===== src/shared/tsa_pkg.sv =====
// constants for the tuner seek and audio configuration register bank
package tsa_pkg;

   // ***************************************
   // register indices and reset values
   // ***************************************
   localparam int ADDR_W = 8;
   localparam int DATA_W = 16;
   localparam logic [7:0] SEEK_BAND_VOLUME_CONFIG_IDX = 8'h05;
   localparam logic [7:0] SOFTMUTE_SEEK_QUALITY_CONFIG_IDX = 8'h06;
   localparam logic [7:0] OSCILLATOR_AUDIO_HIZ_CONFIG_IDX = 8'h07;
   localparam logic [15:0] SEEK_BAND_VOLUME_CONFIG_RST = 16'h0000;
   localparam logic [15:0] SOFTMUTE_SEEK_QUALITY_CONFIG_RST = 16'h0000;
   localparam logic [15:0] OSCILLATOR_AUDIO_HIZ_CONFIG_RST = 16'h0100;

   // ***************************************
   // field positions
   // ***************************************
   localparam int SEEK_STRENGTH_FLOOR_LSB = 8;
   localparam int BAND_LSB = 6;
   localparam int STEP_LSB = 4;
   localparam int VOLUME_LSB = 0;
   localparam int SOFTMUTE_RATE_LSB = 14;
   localparam int SOFTMUTE_DEPTH_LSB = 12;
   localparam int RESERVED_CFG3_LSB = 9;
   localparam int LOW_VOLUME_RANGE_BIT = 8;
   localparam int SEEK_SNR_QUALIFIER_LSB = 4;
   localparam int SEEK_IMPULSE_LIMIT_LSB = 0;
   localparam int CRYSTAL_OSC_ENABLE_BIT = 15;
   localparam int AUDIO_HIZ_ENABLE_BIT = 14;

   // ***************************************
   // band and step encodings
   // ***************************************
   localparam logic [1:0] BAND_WIDE_EU = 2'h0;
   localparam logic [1:0] BAND_WIDE_JP = 2'h1;
   localparam logic [1:0] BAND_NARROW_JP = 2'h2;
   localparam logic [1:0] STEP_200K = 2'h0;
   localparam logic [1:0] STEP_100K = 2'h1;
   localparam logic [1:0] STEP_50K = 2'h2;
   localparam int FREQ_W = 19;
   localparam logic [18:0] BASE_87M5_KHZ = 19'h155CC;
   localparam logic [18:0] BASE_76M_KHZ = 19'h128E0;
   localparam logic [7:0] STEP_200_KHZ = 8'hC8;
   localparam logic [7:0] STEP_100_KHZ = 8'h64;
   localparam logic [7:0] STEP_50_KHZ = 8'h32;

   // ***************************************
   // volume and qualifier figures
   // ***************************************
   localparam logic [5:0] LOW_RANGE_EXTRA_DB = 6'h1E;
   localparam logic [4:0] IMPULSE_SCALE_TOP = 5'h10;

endpackage


===== src/hw/tsa_config_regs.sv =====
// tuner seek, band, volume, softmute and oscillator configuration bank
`timescale 1ns/1ps
module tsa_config_regs
   import tsa_pkg::*;
#(
   parameter int CHAN_W = 10
)
(
   // clock and reset
   input wire logic core_clk_in,
   input wire logic rst_in,
   // register port
   input wire logic [ADDR_W-1:0] reg_addr_in,
   input wire logic [DATA_W-1:0] reg_wdata_in,
   input wire logic reg_wr_in,
   input wire logic reg_rd_in,
   output logic [DATA_W-1:0] reg_rdata_out,
   // tuning
   input wire logic [CHAN_W-1:0] channel_in,
   output logic [FREQ_W-1:0] tuned_freq_khz_out,
   output logic tuned_freq_valid_out,
   // seek candidate qualification
   input wire logic cand_valid_in,
   input wire logic [7:0] cand_strength_in,
   input wire logic [3:0] cand_snr_in,
   input wire logic [4:0] cand_impulses_in,
   output logic cand_accept_out,
   output logic cand_reject_out,
   // audio
   output logic audio_mute_out,
   output logic [3:0] volume_code_out,
   output logic low_volume_range_out,
   output logic [5:0] volume_atten_db_out,
   output logic [1:0] softmute_rate_out,
   output logic [4:0] softmute_depth_db_out,
   // power and oscillator pins
   input wire logic powered_down_in,
   input wire logic io_supply_ok_in,
   output logic crystal_osc_enable_out,
   output logic audio_hiz_active_out
);

   // ***************************************
   // elaboration check
   // ***************************************
   generate
      if (CHAN_W < 1 || CHAN_W > 10)
      begin : g_bad_chan
         $error("channel width must be 1 to 10");
      end
   endgenerate

   // ***************************************
   // state
   // ***************************************
   typedef struct packed {
      logic [15:0] cfg_sbv;
      logic [15:0] cfg_sq;
      logic [15:0] cfg_osc;
      logic [15:0] rdata;
      logic [FREQ_W-1:0] freq;
      logic freq_valid;
      logic accept;
      logic reject;
      logic [5:0] atten;
      logic [4:0] depth;
      logic pd_meta;
      logic pd_sync;
      logic vio_meta;
      logic vio_sync;
      logic hiz;
      logic mute;
   } tsa_state_t;

   tsa_state_t state_ff;
   tsa_state_t nxt_state;

   // read value for a register index, zero when unmapped
   function automatic logic [15:0] read_word(input logic [7:0] idx,
                                             input tsa_state_t s);
      logic [15:0] w;
      w = 16'h0000;
      case (idx)
         SEEK_BAND_VOLUME_CONFIG_IDX: w = s.cfg_sbv;
         SOFTMUTE_SEEK_QUALITY_CONFIG_IDX: w = s.cfg_sq;
         OSCILLATOR_AUDIO_HIZ_CONFIG_IDX: w = s.cfg_osc;
         default: w = 16'h0000;
      endcase
      return w;
   endfunction

   // ***************************************
   // next state
   // ***************************************
   logic [1:0] band;
   logic [1:0] step;
   logic [3:0] vol;
   logic [7:0] floor_lvl;
   logic [3:0] snr_q;
   logic [3:0] imp_q;
   logic [4:0] imp_allowed;
   logic [FREQ_W-1:0] base_khz;
   logic [7:0] step_khz;
   logic base_ok;
   logic step_ok;
   logic strength_ok;
   logic snr_ok;
   logic imp_ok;

   always_comb
   begin
      nxt_state = state_ff;
      band = state_ff.cfg_sbv[BAND_LSB +: 2];
      step = state_ff.cfg_sbv[STEP_LSB +: 2];
      vol = state_ff.cfg_sbv[VOLUME_LSB +: 4];
      floor_lvl = state_ff.cfg_sbv[SEEK_STRENGTH_FLOOR_LSB +: 8];
      snr_q = state_ff.cfg_sq[SEEK_SNR_QUALIFIER_LSB +: 4];
      imp_q = state_ff.cfg_sq[SEEK_IMPULSE_LIMIT_LSB +: 4];

      // register writes store every bit as written
      if (reg_wr_in)
      begin
         case (reg_addr_in)
            SEEK_BAND_VOLUME_CONFIG_IDX:
               nxt_state.cfg_sbv = reg_wdata_in;
            SOFTMUTE_SEEK_QUALITY_CONFIG_IDX:
               nxt_state.cfg_sq = reg_wdata_in;
            OSCILLATOR_AUDIO_HIZ_CONFIG_IDX:
               nxt_state.cfg_osc = reg_wdata_in;
            default:
               nxt_state.rdata = state_ff.rdata;
         endcase
      end
      nxt_state.rdata = reg_rd_in ? read_word(reg_addr_in, state_ff)
                                  : 16'h0000;
      // mute flag follows the stored volume code in the same cycle
      nxt_state.mute = (nxt_state.cfg_sbv[VOLUME_LSB +: 4]
                       == 4'h0);

      // band base and channel step
      base_ok = 1'b1;
      case (band)
         BAND_WIDE_EU: base_khz = BASE_87M5_KHZ;
         BAND_WIDE_JP: base_khz = BASE_76M_KHZ;
         BAND_NARROW_JP: base_khz = BASE_76M_KHZ;
         default:
         begin
            base_khz = BASE_87M5_KHZ;
            base_ok = 1'b0;
         end
      endcase
      step_ok = 1'b1;
      case (step)
         STEP_200K: step_khz = STEP_200_KHZ;
         STEP_100K: step_khz = STEP_100_KHZ;
         STEP_50K: step_khz = STEP_50_KHZ;
         default:
         begin
            step_khz = STEP_200_KHZ;
            step_ok = 1'b0;
         end
      endcase
      nxt_state.freq = base_khz + FREQ_W'(FREQ_W'(step_khz)
                       * FREQ_W'(channel_in));
      nxt_state.freq_valid = base_ok && step_ok;

      // seek qualification of a candidate channel
      strength_ok = cand_strength_in >= floor_lvl;
      snr_ok = (snr_q == 4'h0) || (cand_snr_in >= snr_q);
      imp_allowed = IMPULSE_SCALE_TOP - {1'b0, imp_q};
      imp_ok = (imp_q == 4'h0)
               || (cand_impulses_in <= imp_allowed);
      nxt_state.accept = cand_valid_in && strength_ok && snr_ok && imp_ok;
      nxt_state.reject = cand_valid_in
                         && !(strength_ok && snr_ok && imp_ok);

      // volume attenuation in dB, code 1 is -28 and 15 is 0 in the normal range, each 30 dB more in the low volume range
      if (vol == 4'h0)
      begin
         nxt_state.atten = 6'h00;
      end
      else
      begin
         nxt_state.atten = 6'(6'h1E - 6'({vol, 1'b0}));
         if (state_ff.cfg_sq[LOW_VOLUME_RANGE_BIT])
         begin
            nxt_state.atten = 6'(nxt_state.atten
                              + LOW_RANGE_EXTRA_DB);
         end
      end

      // softmute depth 16 dB minus two per code step
      nxt_state.depth = 5'(5'h10 - 5'({state_ff.cfg_sq
                        [SOFTMUTE_DEPTH_LSB +: 2], 1'b0}));

      // power pins pass two flip-flops
      nxt_state.pd_meta = powered_down_in;
      nxt_state.pd_sync = state_ff.pd_meta;
      nxt_state.vio_meta = io_supply_ok_in;
      nxt_state.vio_sync = state_ff.vio_meta;
      nxt_state.hiz = state_ff.cfg_osc[AUDIO_HIZ_ENABLE_BIT]
                      && state_ff.pd_sync
                      && state_ff.vio_sync;
   end

   // ***************************************
   // registers
   // ***************************************
   always_ff @(posedge core_clk_in)
   begin
      if (rst_in)
      begin
         state_ff <= '0;
         state_ff.cfg_sbv <= SEEK_BAND_VOLUME_CONFIG_RST;
         state_ff.cfg_sq <= SOFTMUTE_SEEK_QUALITY_CONFIG_RST;
         state_ff.cfg_osc <= OSCILLATOR_AUDIO_HIZ_CONFIG_RST;
         state_ff.freq <= BASE_87M5_KHZ;
         state_ff.freq_valid <= 1'b1;
         state_ff.depth <= 5'h10;
         state_ff.mute <= 1'b1;
      end
      else
      begin
         state_ff <= nxt_state;
      end
   end

   // ***************************************
   // outputs
   // ***************************************
   assign reg_rdata_out = state_ff.rdata;
   assign tuned_freq_khz_out = state_ff.freq;
   assign tuned_freq_valid_out = state_ff.freq_valid;
   assign cand_accept_out = state_ff.accept;
   assign cand_reject_out = state_ff.reject;
   assign audio_mute_out = state_ff.mute;
   assign volume_code_out = state_ff.cfg_sbv[VOLUME_LSB +: 4];
   assign low_volume_range_out = state_ff.cfg_sq[LOW_VOLUME_RANGE_BIT];
   assign volume_atten_db_out = state_ff.atten;
   assign softmute_rate_out =
      state_ff.cfg_sq[SOFTMUTE_RATE_LSB +: 2];
   assign softmute_depth_db_out = state_ff.depth;
   assign crystal_osc_enable_out = state_ff.cfg_osc[CRYSTAL_OSC_ENABLE_BIT];
   assign audio_hiz_active_out = state_ff.hiz;

endmodule


===== config.mk =====
export PLATFORM = sky130hd
export DESIGN_NAME = tsa_config_regs
export DESIGN_NICKNAME = d
export VERILOG_FILES = /design/src/shared/tsa_pkg.sv /design/src/hw/tsa_config_regs.sv
export SDC_FILE = /design/constraint.sdc
export NUM_CORES = 1
export LEC_CHECK = 0
export ABC_AREA = 1
export BUFFER_PORTS_ARGS = -buffer_cell sky130_fd_sc_hd__buf_2
export CELL_PAD_IN_SITES_DETAIL_PLACEMENT = 0
export CELL_PAD_IN_SITES_GLOBAL_PLACEMENT = 1
export CORE_ASPECT_RATIO = 0.8
export CORE_MARGIN = 2
export CORE_UTILIZATION = 38
export DETAILED_ROUTE_END_ITERATION = 16
export HOLD_SLACK_MARGIN = 0.03
export PLACE_DENSITY = 0.82
export SYNTH_ARGS = -nofsm -noshare
export SYNTH_HDL_FRONTEND = slang
export SYNTH_SLANG_ARGS = --single-unit

===== constraint.sdc =====
create_clock -name core_clk_in -period 4.9 [get_ports core_clk_in]
set_clock_uncertainty 0.15 [all_clocks]
set_input_delay 0.49 -clock core_clk_in [delete_from_list [all_inputs] [get_ports core_clk_in]]
set_output_delay 0.49 -clock core_clk_in [all_outputs]
set_load 0.02 [all_outputs]

==> results of run 1 <==
==> how the worst min path moves through the flow <==
stage	start	end	slack, ps	depth (start not counted)
2_1_floorplan	nxt_state[2]	state_ff[2]	240	2
3_3_place_gp	nxt_state[2]	state_ff[2]	250	2
3_5_place_dp	nxt_state[2]	state_ff[2]	250	2
4_1_cts	io_supply_ok_in	nxt_state[2]	190	3
5_1_grt	io_supply_ok_in	nxt_state[2]	210	3
6_report	io_supply_ok_in	nxt_state[2]	200	3
==> where the power goes <==
group | internal [mW] | total, mW | switching, mW
registers | 0.856 | 0.879 | 0.0231
clock network | 0.513 | 0.828 | 0.315
logic | 0.248 | 0.698 | 0.451
total | 1.62 | 2.41 | 0.789
==> final cells by class <==
class / instances / area share (%)
multi-input cells: 590 / 49.8
flip-flops and latches: 100 / 24.6
inverters: 209 / 9.74
repair buffers: 119 / 7.51
well taps: 258 / 3.97
clock buffers: 10 / 2.94
clock inverters: 6 / 1.37
==> flip-flops by register name, indices dropped and copies added, names as in the netlist <==
signal,flops
audio_hiz_active_out,1
snr_q,4
crystal_osc_enable_out,1
volume_code_out,4
band,2
imp_q,4
tuned_freq_valid_out,1
nxt_state,2
tuned_freq_khz_out,18
softmute_rate_out,2
cand_accept_out,1
state_ff,24
cand_reject_out,1
low_volume_range_out,1
volume_atten_db_out,5
reg_rdata_out,16
audio_mute_out,1
floor_lvl,8
softmute_depth_db_out,4
==> kinds of logic (layout without fill, tap and decap cells) <==
family / count (synthesis) / after routing / synth area share [%]
flip-flops: 100 / 100 / 27.3
AND/OR/NAND/NOR: 324 / 324 / 19.0
XOR/XNOR: 8 / 8 / 0.955
AO/OA/AOI/OAI: 136 / 136 / 9.94
adder cells (fa/ha/maj): 119 / 119 / 25.0
buffers and inverters: 286 / 344 / 17.8
other: 1 / 3 / 0.0511
==> metrics by stage <==
step	hold WS, ps	worst slack, ps	cell area [µm²]	cells	util, %
detailed placement	245	50.7	7750	1275	40.9
floorplan	238	258	7350	976	-
global placement	245	146	7750	1275	40.9
CTS	194	40.3	8100	1291	42.7
finish	201	342	8130	1292	42.9
global route	205	39.2	8130	1292	42.9
==> cells in the mapped netlist (all sizes together), types with 4 or more instances <==
library cell	n
nand2	165
nand4	12
a21oi	65
buf	63
o22ai	12
xor2	8
nand3	39
nor3	4
o211ai	4
ha	73
o21ai	47
or2	6
inv	209
clkbuf	14
fa	46
o21bai	5
dfxtp	100
nor2	95
==> layer usage <==
metal / vias up / part of all wire, %
met2: 151 / 41
met5: - / 0
li1: 3058 / -
met1: 2761 / 53
met3: 9 / 5.1
met4: 0 / 0.59
==> worst register-to-register path, delay by kind of cell, from the launching register on <==
kind | cells | cell delay [ps]
fa+ha+maj | 6 | 2670
simple gates | 8 | 750
flops | 1 | 450
buf+inv | 4 | 280
compound gates | 1 | 110
==> timing repair <==
| item | in CTS | in global routing |
|---|---|---|
| resized for setup | 0 | 8 |
| endpoints found under the setup margin | 0 | 12 |
| endpoints found under the hold margin | 0 | 0 |
| hold buffers | 0 | 0 |
| buffers inserted | 0 | 1 |
==> impl_results.rst, run 1 <==
.. list-table::
   :header-rows: 1

   * - Metric
     - Value
   * - Outcome
     - finished, final reports clean
   * - Clock latency of the later-clocked register in the worst-skew pair
     - 350 ps
   * - Peak clock frequency supported by timing
     - 0.219 GHz
   * - CP Capture Type
     - register
   * - Total GRT Usage
     - 17.8%
   * - Met1 usage in global routing
     - 26.8%
   * - Placeable Area
     - 0.0190 mm²
   * - Clk buf depth
     - 2
   * - Post-DR wirelength/cell
     - 13.7 µm
   * - Count of port buffers added during placement
     - 113
   * - Post-Syn Instances
     - 974
   * - Pleak
     - 4.20 nW
   * - Die area
     - 0.0204 mm²
   * - Synth top area share
     - 27.3%
   * - Post-synthesis instance area
     - 0.00734 mm²
   * - Fraction of the cycle the final worst path needs
     - 93.0%
   * - Library cell contributing the largest single delay on the critical path
     - fa_1
   * - Storage cell area
     - 0.00200 mm²
   * - Remaining antenna violation count
     - 0
   * - Area taken by multi-input logic gates
     - 0.00405 mm²
   * - Startpoint types
     - register
   * - Stage delay of the slowest cell on the critical path
     - 530 ps
   * - Synth cell types
     - 39
   * - Via total after detailed routing
     - 5979
   * - Clock buffer count from CTS
     - 9
   * - Initial Util
     - 38.7%
   * - Fraction of layout cells with a size suffix above 1
     - 15.6%
   * - Worst r2r path cells
     - 19
   * - Number of synthesized flops with an enable pin
     - 0
   * - Iteration-0 DRC count of the detailed router
     - 397
   * - End of the critical path
     - tuned_freq_khz_out[14]
   * - Cell class contributing the biggest share of worst-path delay
     - adder cells
   * - DRC violation count after routing
     - 0
   * - I/O Pins
     - 117
   * - Sum of overflow across all layers after global routing
     - 0
   * - Post-route setup TNS
     - 0 ps
   * - Via density per instance
     - 4.63
   * - Most common cell after layout, fill and taps aside
     - inv_1
   * - Commonest non-fill, non-tap cells in the layout
     - 204 x inv_1, 164 x nand2_1, 113 x buf_2
   * - Wire length of the first global-routing pass
     - 29.1 mm
   * - Rel. slew slack
     - 50.9%
   * - Final setup viols
     - 0
   * - Signal arrival time at the worst endpoint
     - 4620 ps
   * - Final weighted congestion of routability-driven global placement
     - 0.842
   * - Number of gates on the worst path with buffers counted
     - 19
   * - Warnings, synthesis
     - 0
   * - Beginning of the critical path
     - state_ff[92]
   * - Number of nets at the end of the flow
     - 1206
   * - Antenna diode count
     - 0
   * - WL final
     - 17.7 mm
   * - Peak supply drop
     - 0.000190 V
   * - Worst reg2reg setup slack
     - 340 ps
   * - Sequential cell area fraction in the yosys report
     - 27.3%
   * - Global-route layer with the greatest usage
     - met1
   * - Cell breakdown of the critical path
     - ha_4 -> inv_1 -> nand2_1 -> fa_1 -> fa_1 -> inv_1 -> fa_1 -> inv_1 -> fa_1 -> inv_1 -> ha_1 -> nand2_1 -> nand2_1 -> a21oi_1 -> nand2_1 -> nand3_1 -> nand2_1 -> nand2_1 -> nand3_1
   * - Kind of critical path
     - register to register
   * - Iteration count of the initial detailed-routing pass
     - 5
   * - Clock slew at reported path FFs
     - 70 ps
   * - Standard-cell rows
     - 45
   * - Dominant register cell in the synthesized netlist
     - dfxtp_1
   * - Ratio of total power to cell area
     - 296 mW/mm²
   * - Mean post-synth cell area
     - 7.53 µm²
   * - Post-DP HPWL
     - 13.9 mm
   * - Total of fill cells in the finished design
     - 1968
   * - Most area-consuming cells after synthesis
     - dfxtp_1 27%, fa_1 13%, ha_1 12%, inv_1 11%, nand2_1 8.4%
   * - Buffers and inverters on the worst path
     - 4
   * - Slew at the pin with the worst max-slew slack
     - 736 ps
   * - Leading area contributor after synthesis
     - dfxtp_1
   * - Depth of the CTS H-tree
     - 3
   * - Number of antenna violations at the first check in global routing
     - 0
   * - Die Height
     - 128 µm
   * - Highest fanout seen on the critical path
     - 10
   * - Max-slew violations
     - 0
   * - Capture point of the worst reg-to-reg path
     - tuned_freq_khz_out[14]
   * - Largest net degree at the start of global routing
     - 47
   * - Met2 Usage GRT
     - 26.5%
   * - Number of sinks driven by the clock tree
     - 100
   * - Relative area change from synthesis to final layout
     - 10.8%
   * - Sum of internal, switching and leakage power
     - 2.41 mW
   * - Crit Reg-Reg Startpoint
     - state_ff[92]
   * - Share of flip-flops with an asynchronous set or reset after synthesis
     - 0%
   * - Root cell of the clock tree
     - clkbuf_16
   * - GR Layer Usage met3
     - 3.91%
   * - Hold violation total from the final report
     - 0
   * - TritonCTS clock tree
     - yes
   * - RSZ-0062 raised after global routing
     - false
   * - Die width
     - 159 µm
   * - Via count of the first global-routing pass
     - 5691
   * - Max Cap Violations
     - 0
   * - Most frequent cell on the critical path
     - nand2_1
   * - Post-route minimum period
     - 4560 ps
   * - Worst EP required
     - 4960 ps
   * - Number of synthesized register bits
     - 100
   * - Class of the most critical hold timing path
     - input port to register
Power figures use the tool's default switching activity.
==> run 2: changes to the inputs <==
--- a/config.mk
+++ b/config.mk
@@ -5,13 +5,12 @@
 export SDC_FILE = /design/constraint.sdc
 export NUM_CORES = 1
 export LEC_CHECK = 0
-export ABC_AREA = 1
 export BUFFER_PORTS_ARGS = -buffer_cell sky130_fd_sc_hd__buf_2
 export CELL_PAD_IN_SITES_DETAIL_PLACEMENT = 0
 export CELL_PAD_IN_SITES_GLOBAL_PLACEMENT = 1
 export CORE_ASPECT_RATIO = 0.8
 export CORE_MARGIN = 2
-export CORE_UTILIZATION = 38
+export CORE_UTILIZATION = 39
 export DETAILED_ROUTE_END_ITERATION = 16
 export HOLD_SLACK_MARGIN = 0.03
 export PLACE_DENSITY = 0.82
==> run 2 against run 1 <==
Effect of this change:
- first-iteration DRC count down 18%
- total power down 4.8%
- count of clock-buffer cells in the layout is 1 lower
- global-route usage fell by 0.86 points
- core utilization is 1.7 points higher
- synthesized cell count down 16%
- combinational power up 3.7%
- worst setup slack got worse by 190 ps
- hold slack better by 3.3 ps
- synthesized area decreased by 2.7%
- design area is 1.0% lower
- register-to-register slack worse by 190 ps
- critical endpoint is now tuned_freq_khz_out[17]
- largest cell class unchanged
==> impl_results.rst, run 2 <==
.. list-table::
   :header-rows: 1

   * - Metric
     - Value
   * - Largest register by flop count
     - state_ff
   * - Worst hold path startpoint
     - powered_down_in
   * - Clk buf depth
     - 2
   * - Instance count along the most critical hold path
     - 2
   * - Pleak
     - 3.85 nW
   * - Remaining antenna violation count
     - 0
   * - Mean post-synth cell area
     - 8.76 µm²
   * - Buffers and inverters on the worst path
     - 3
   * - Max reg flops
     - 24
   * - TritonCTS clock tree
     - yes
   * - Worst-case hold path end point
     - nxt_state[4]
   * - Post-synth top cells
     - 109 x inv_1, 100 x dfxtp_1, 77 x nand2_1
   * - Die area
     - 0.0194 mm²
   * - Startpoint types
     - register
   * - Share of flip-flops with an asynchronous set or reset after synthesis
     - 0%
   * - Standard-cell rows
     - 44
   * - Rel. slew slack
     - 37.9%
   * - Tightest hold margin
     - 205 ps
   * - Post-route cell area
     - 0.00805 mm²
   * - Die Height
     - 125 µm
   * - DRC violation count after routing
     - 0
   * - Post-route minimum period
     - 4750 ps
   * - Slew at the pin with the worst max-slew slack
     - 929 ps
   * - Ratio of total power to cell area
     - 285 mW/mm²
   * - Largest net degree at the start of global routing
     - 74
   * - Crit Reg-Reg Startpoint
     - state_ff[92]
   * - Depth of the CTS H-tree
     - 3
   * - Cell class contributing the biggest share of worst-path delay
     - adder cells
   * - Capture point of the worst reg-to-reg path
     - tuned_freq_khz_out[17]
   * - Root cell of the clock tree
     - clkbuf_16
   * - Post-synthesis instance area
     - 0.00714 mm²
   * - CP Capture Type
     - register
   * - RSZ-0062 raised after global routing
     - true
   * - WL final
     - 16.0 mm
   * - Library cell contributing the largest single delay on the critical path
     - fa_1
   * - Worst reg2reg setup slack
     - 150 ps
   * - Fraction of layout cells with a size suffix above 1
     - 22.0%
   * - Most common cell after layout, fill and taps aside
     - buf_2
   * - Most frequent cell on the critical path
     - fa_1
   * - Sum of overflow across all layers after global routing
     - 0
   * - Final setup viols
     - 0
   * - Signal arrival time at the worst endpoint
     - 4830 ps
   * - Outcome
     - finished, final reports clean
   * - Number of synthesized flops with an enable pin
     - 0
   * - Stage delay of the slowest cell on the critical path
     - 540 ps
   * - Number of synthesized register bits
     - 100
   * - Cell with the most instances after synthesis
     - inv_1
   * - Count of port buffers added during placement
     - 113
   * - Sequential cell area fraction in the yosys report
     - 28.0%
   * - Final weighted congestion of routability-driven global placement
     - 0.847
   * - Peak supply drop
     - 0.000156 V
   * - Commonest non-fill, non-tap cells in the layout
     - 113 x buf_2, 109 x inv_1, 100 x dfxtp_1
   * - Max Cap Violations
     - 0
   * - Iteration-0 DRC count of the detailed router
     - 324
   * - Synth top area share
     - 28.0%
   * - Instance area at placement
     - 0.00766 mm²
   * - Via count of the first global-routing pass
     - 5268
   * - Most area-consuming cells after synthesis
     - dfxtp_1 28%, fa_1 13%, ha_1 13%, inv_1 5.7%, buf_4 5.5%
   * - Cell breakdown of the critical path
     - buf_4 -> ha_2 -> nor2b_1 -> xnor2_1 -> ha_1 -> fa_1 -> fa_1 -> inv_1 -> fa_1 -> inv_1 -> ha_2 -> a21oi_2 -> nand2_2 -> o211ai_2 -> a31oi_2 -> mux2_1
   * - Total GRT Usage
     - 16.9%
   * - Number of antenna violations at the first check in global routing
     - 1
   * - Post-DP HPWL
     - 12.2 mm
   * - Fraction of the cycle the final worst path needs
     - 97.0%
   * - Highest fanout seen on the critical path
     - 10
   * - Clock latency of the later-clocked register in the worst-skew pair
     - 340 ps
   * - Kind of critical path
     - register to register
   * - Warnings, synthesis
     - 0
   * - Clock buffer count from CTS
     - 9
   * - Die width
     - 155 µm
   * - Dominant register cell in the synthesized netlist
     - dfxtp_1
   * - Initial Util
     - 39.5%
   * - Iteration count of the initial detailed-routing pass
     - 5
   * - Via total after detailed routing
     - 5430
   * - Via density per instance
     - 4.85
   * - Hold violation total from the final report
     - 0
   * - Placed cells
     - 1103
   * - Number of non-filler instances in the completed layout
     - 1120
   * - Post-DR wirelength/cell
     - 14.3 µm
   * - Wire length of the first global-routing pass
     - 26.4 mm
   * - Number of sinks driven by the clock tree
     - 100
   * - Peak clock frequency supported by timing
     - 0.210 GHz
   * - Placeable Area
     - 0.0181 mm²
   * - Post-Syn Instances
     - 815
   * - Worst EP required
     - 4980 ps
   * - Total setup buffers inserted after CTS
     - 0
   * - Total of fill cells in the finished design
     - 1823
   * - Leading area contributor after synthesis
     - dfxtp_1
   * - Max-slew violations
     - 0
   * - Clock slew at reported path FFs
     - 80 ps
   * - I/O Pins
     - 117
   * - Worst r2r path cells
     - 16
   * - Class of the most critical hold timing path
     - input port to register
   * - Synth cell types
     - 55
   * - Number of nets at the end of the flow
     - 1061
   * - Relative area change from synthesis to final layout
     - 12.8%
==> run 2: layer usage <==
metal | wire length [µm] | track usage, % | up-vias
li1 | - | - | 2735
met1 | 8170 | 25.0 | 2545
met3 | 816 | 3.88 | 14
met5 | 0 | 0 | -
met4 | 204 | 3.08 | 0
met2 | 6820 | 25.4 | 136
==> run 2: how the worst max path moves through the flow <==
stage | depth (start not counted) | from | slack, ps | endpoint
4_1_cts | 17 | state_ff[91] | 2 | tuned_freq_khz_out[17]
3_5_place_dp | 16 | state_ff[91] | 20 | tuned_freq_khz_out[17]
5_1_grt | 16 | state_ff[92] | -40 | tuned_freq_khz_out[17]
3_3_place_gp | 16 | state_ff[91] | 100 | tuned_freq_khz_out[17]
6_report | 16 | state_ff[92] | 150 | tuned_freq_khz_out[17]
2_1_floorplan | 19 | state_ff[91] | 10 | tuned_freq_khz_out[16]
==> run 2: cell type report <==
class	count	area (µm²)	area share (%)
Antenna cell	1	2.50	0.0311
Clock buffer	9	225	2.80
Clock inverter	7	61.3	0.761
Inverter	110	413	5.13
Multi-Input combinational cell	524	4300	53.4
Sequential cell	100	2000	24.9
Tap cell	230	288	3.57
Timing Repair Buffer	139	761	9.45
==> run 2: metrics by stage <==
stage | TNS [ps] | worst slack (ps) | utilization (%) | power, mW
final | 0 | 148 | 44.6 | 2.29
after global placement | 0 | 105 | 42.4 | 1.57
after CTS | 0 | 2.13 | 44.0 | 2.27
after floorplan | 0 | 10.4 | - | 1.39
after global routing | -107 | -37.5 | 44.6 | 2.45
after detailed placement | 0 | 23.4 | 42.4 | 1.57
==> run 2: cells by family (layout without fill, tap and decap cells) <==
group / after synthesis / after routing / synth area share, %
flip-flops: 100 / 100 / 28.0
multiplexers: 29 / 29 / 4.24
XOR/XNOR: 14 / 14 / 1.72
buffers and inverters: 193 / 265 / 13.4
AO/OA/AOI/OAI: 145 / 145 / 12.3
AND/OR/NAND/NOR: 214 / 214 / 14.6
adder cells (fa/ha/maj): 119 / 119 / 25.7
other: 1 / 4 / 0.0525
==> run 2: timing repair <==
action                     in CTS  in global routing
hold buffers                    0                  0
pin swaps                       0                  6
gates resized for setup         1                 18
setup endpoints to repair       1                  9
==> run 2: report_power, final <==
group	leakage (nW)	switching [mW]	total, mW	internal [mW]
Combinational	2.90	0.402	0.724	0.322
Sequential	0.811	0.0215	0.876	0.854
Clock	0.139	0.337	0.691	0.354
Total	3.85	0.761	2.29	1.53
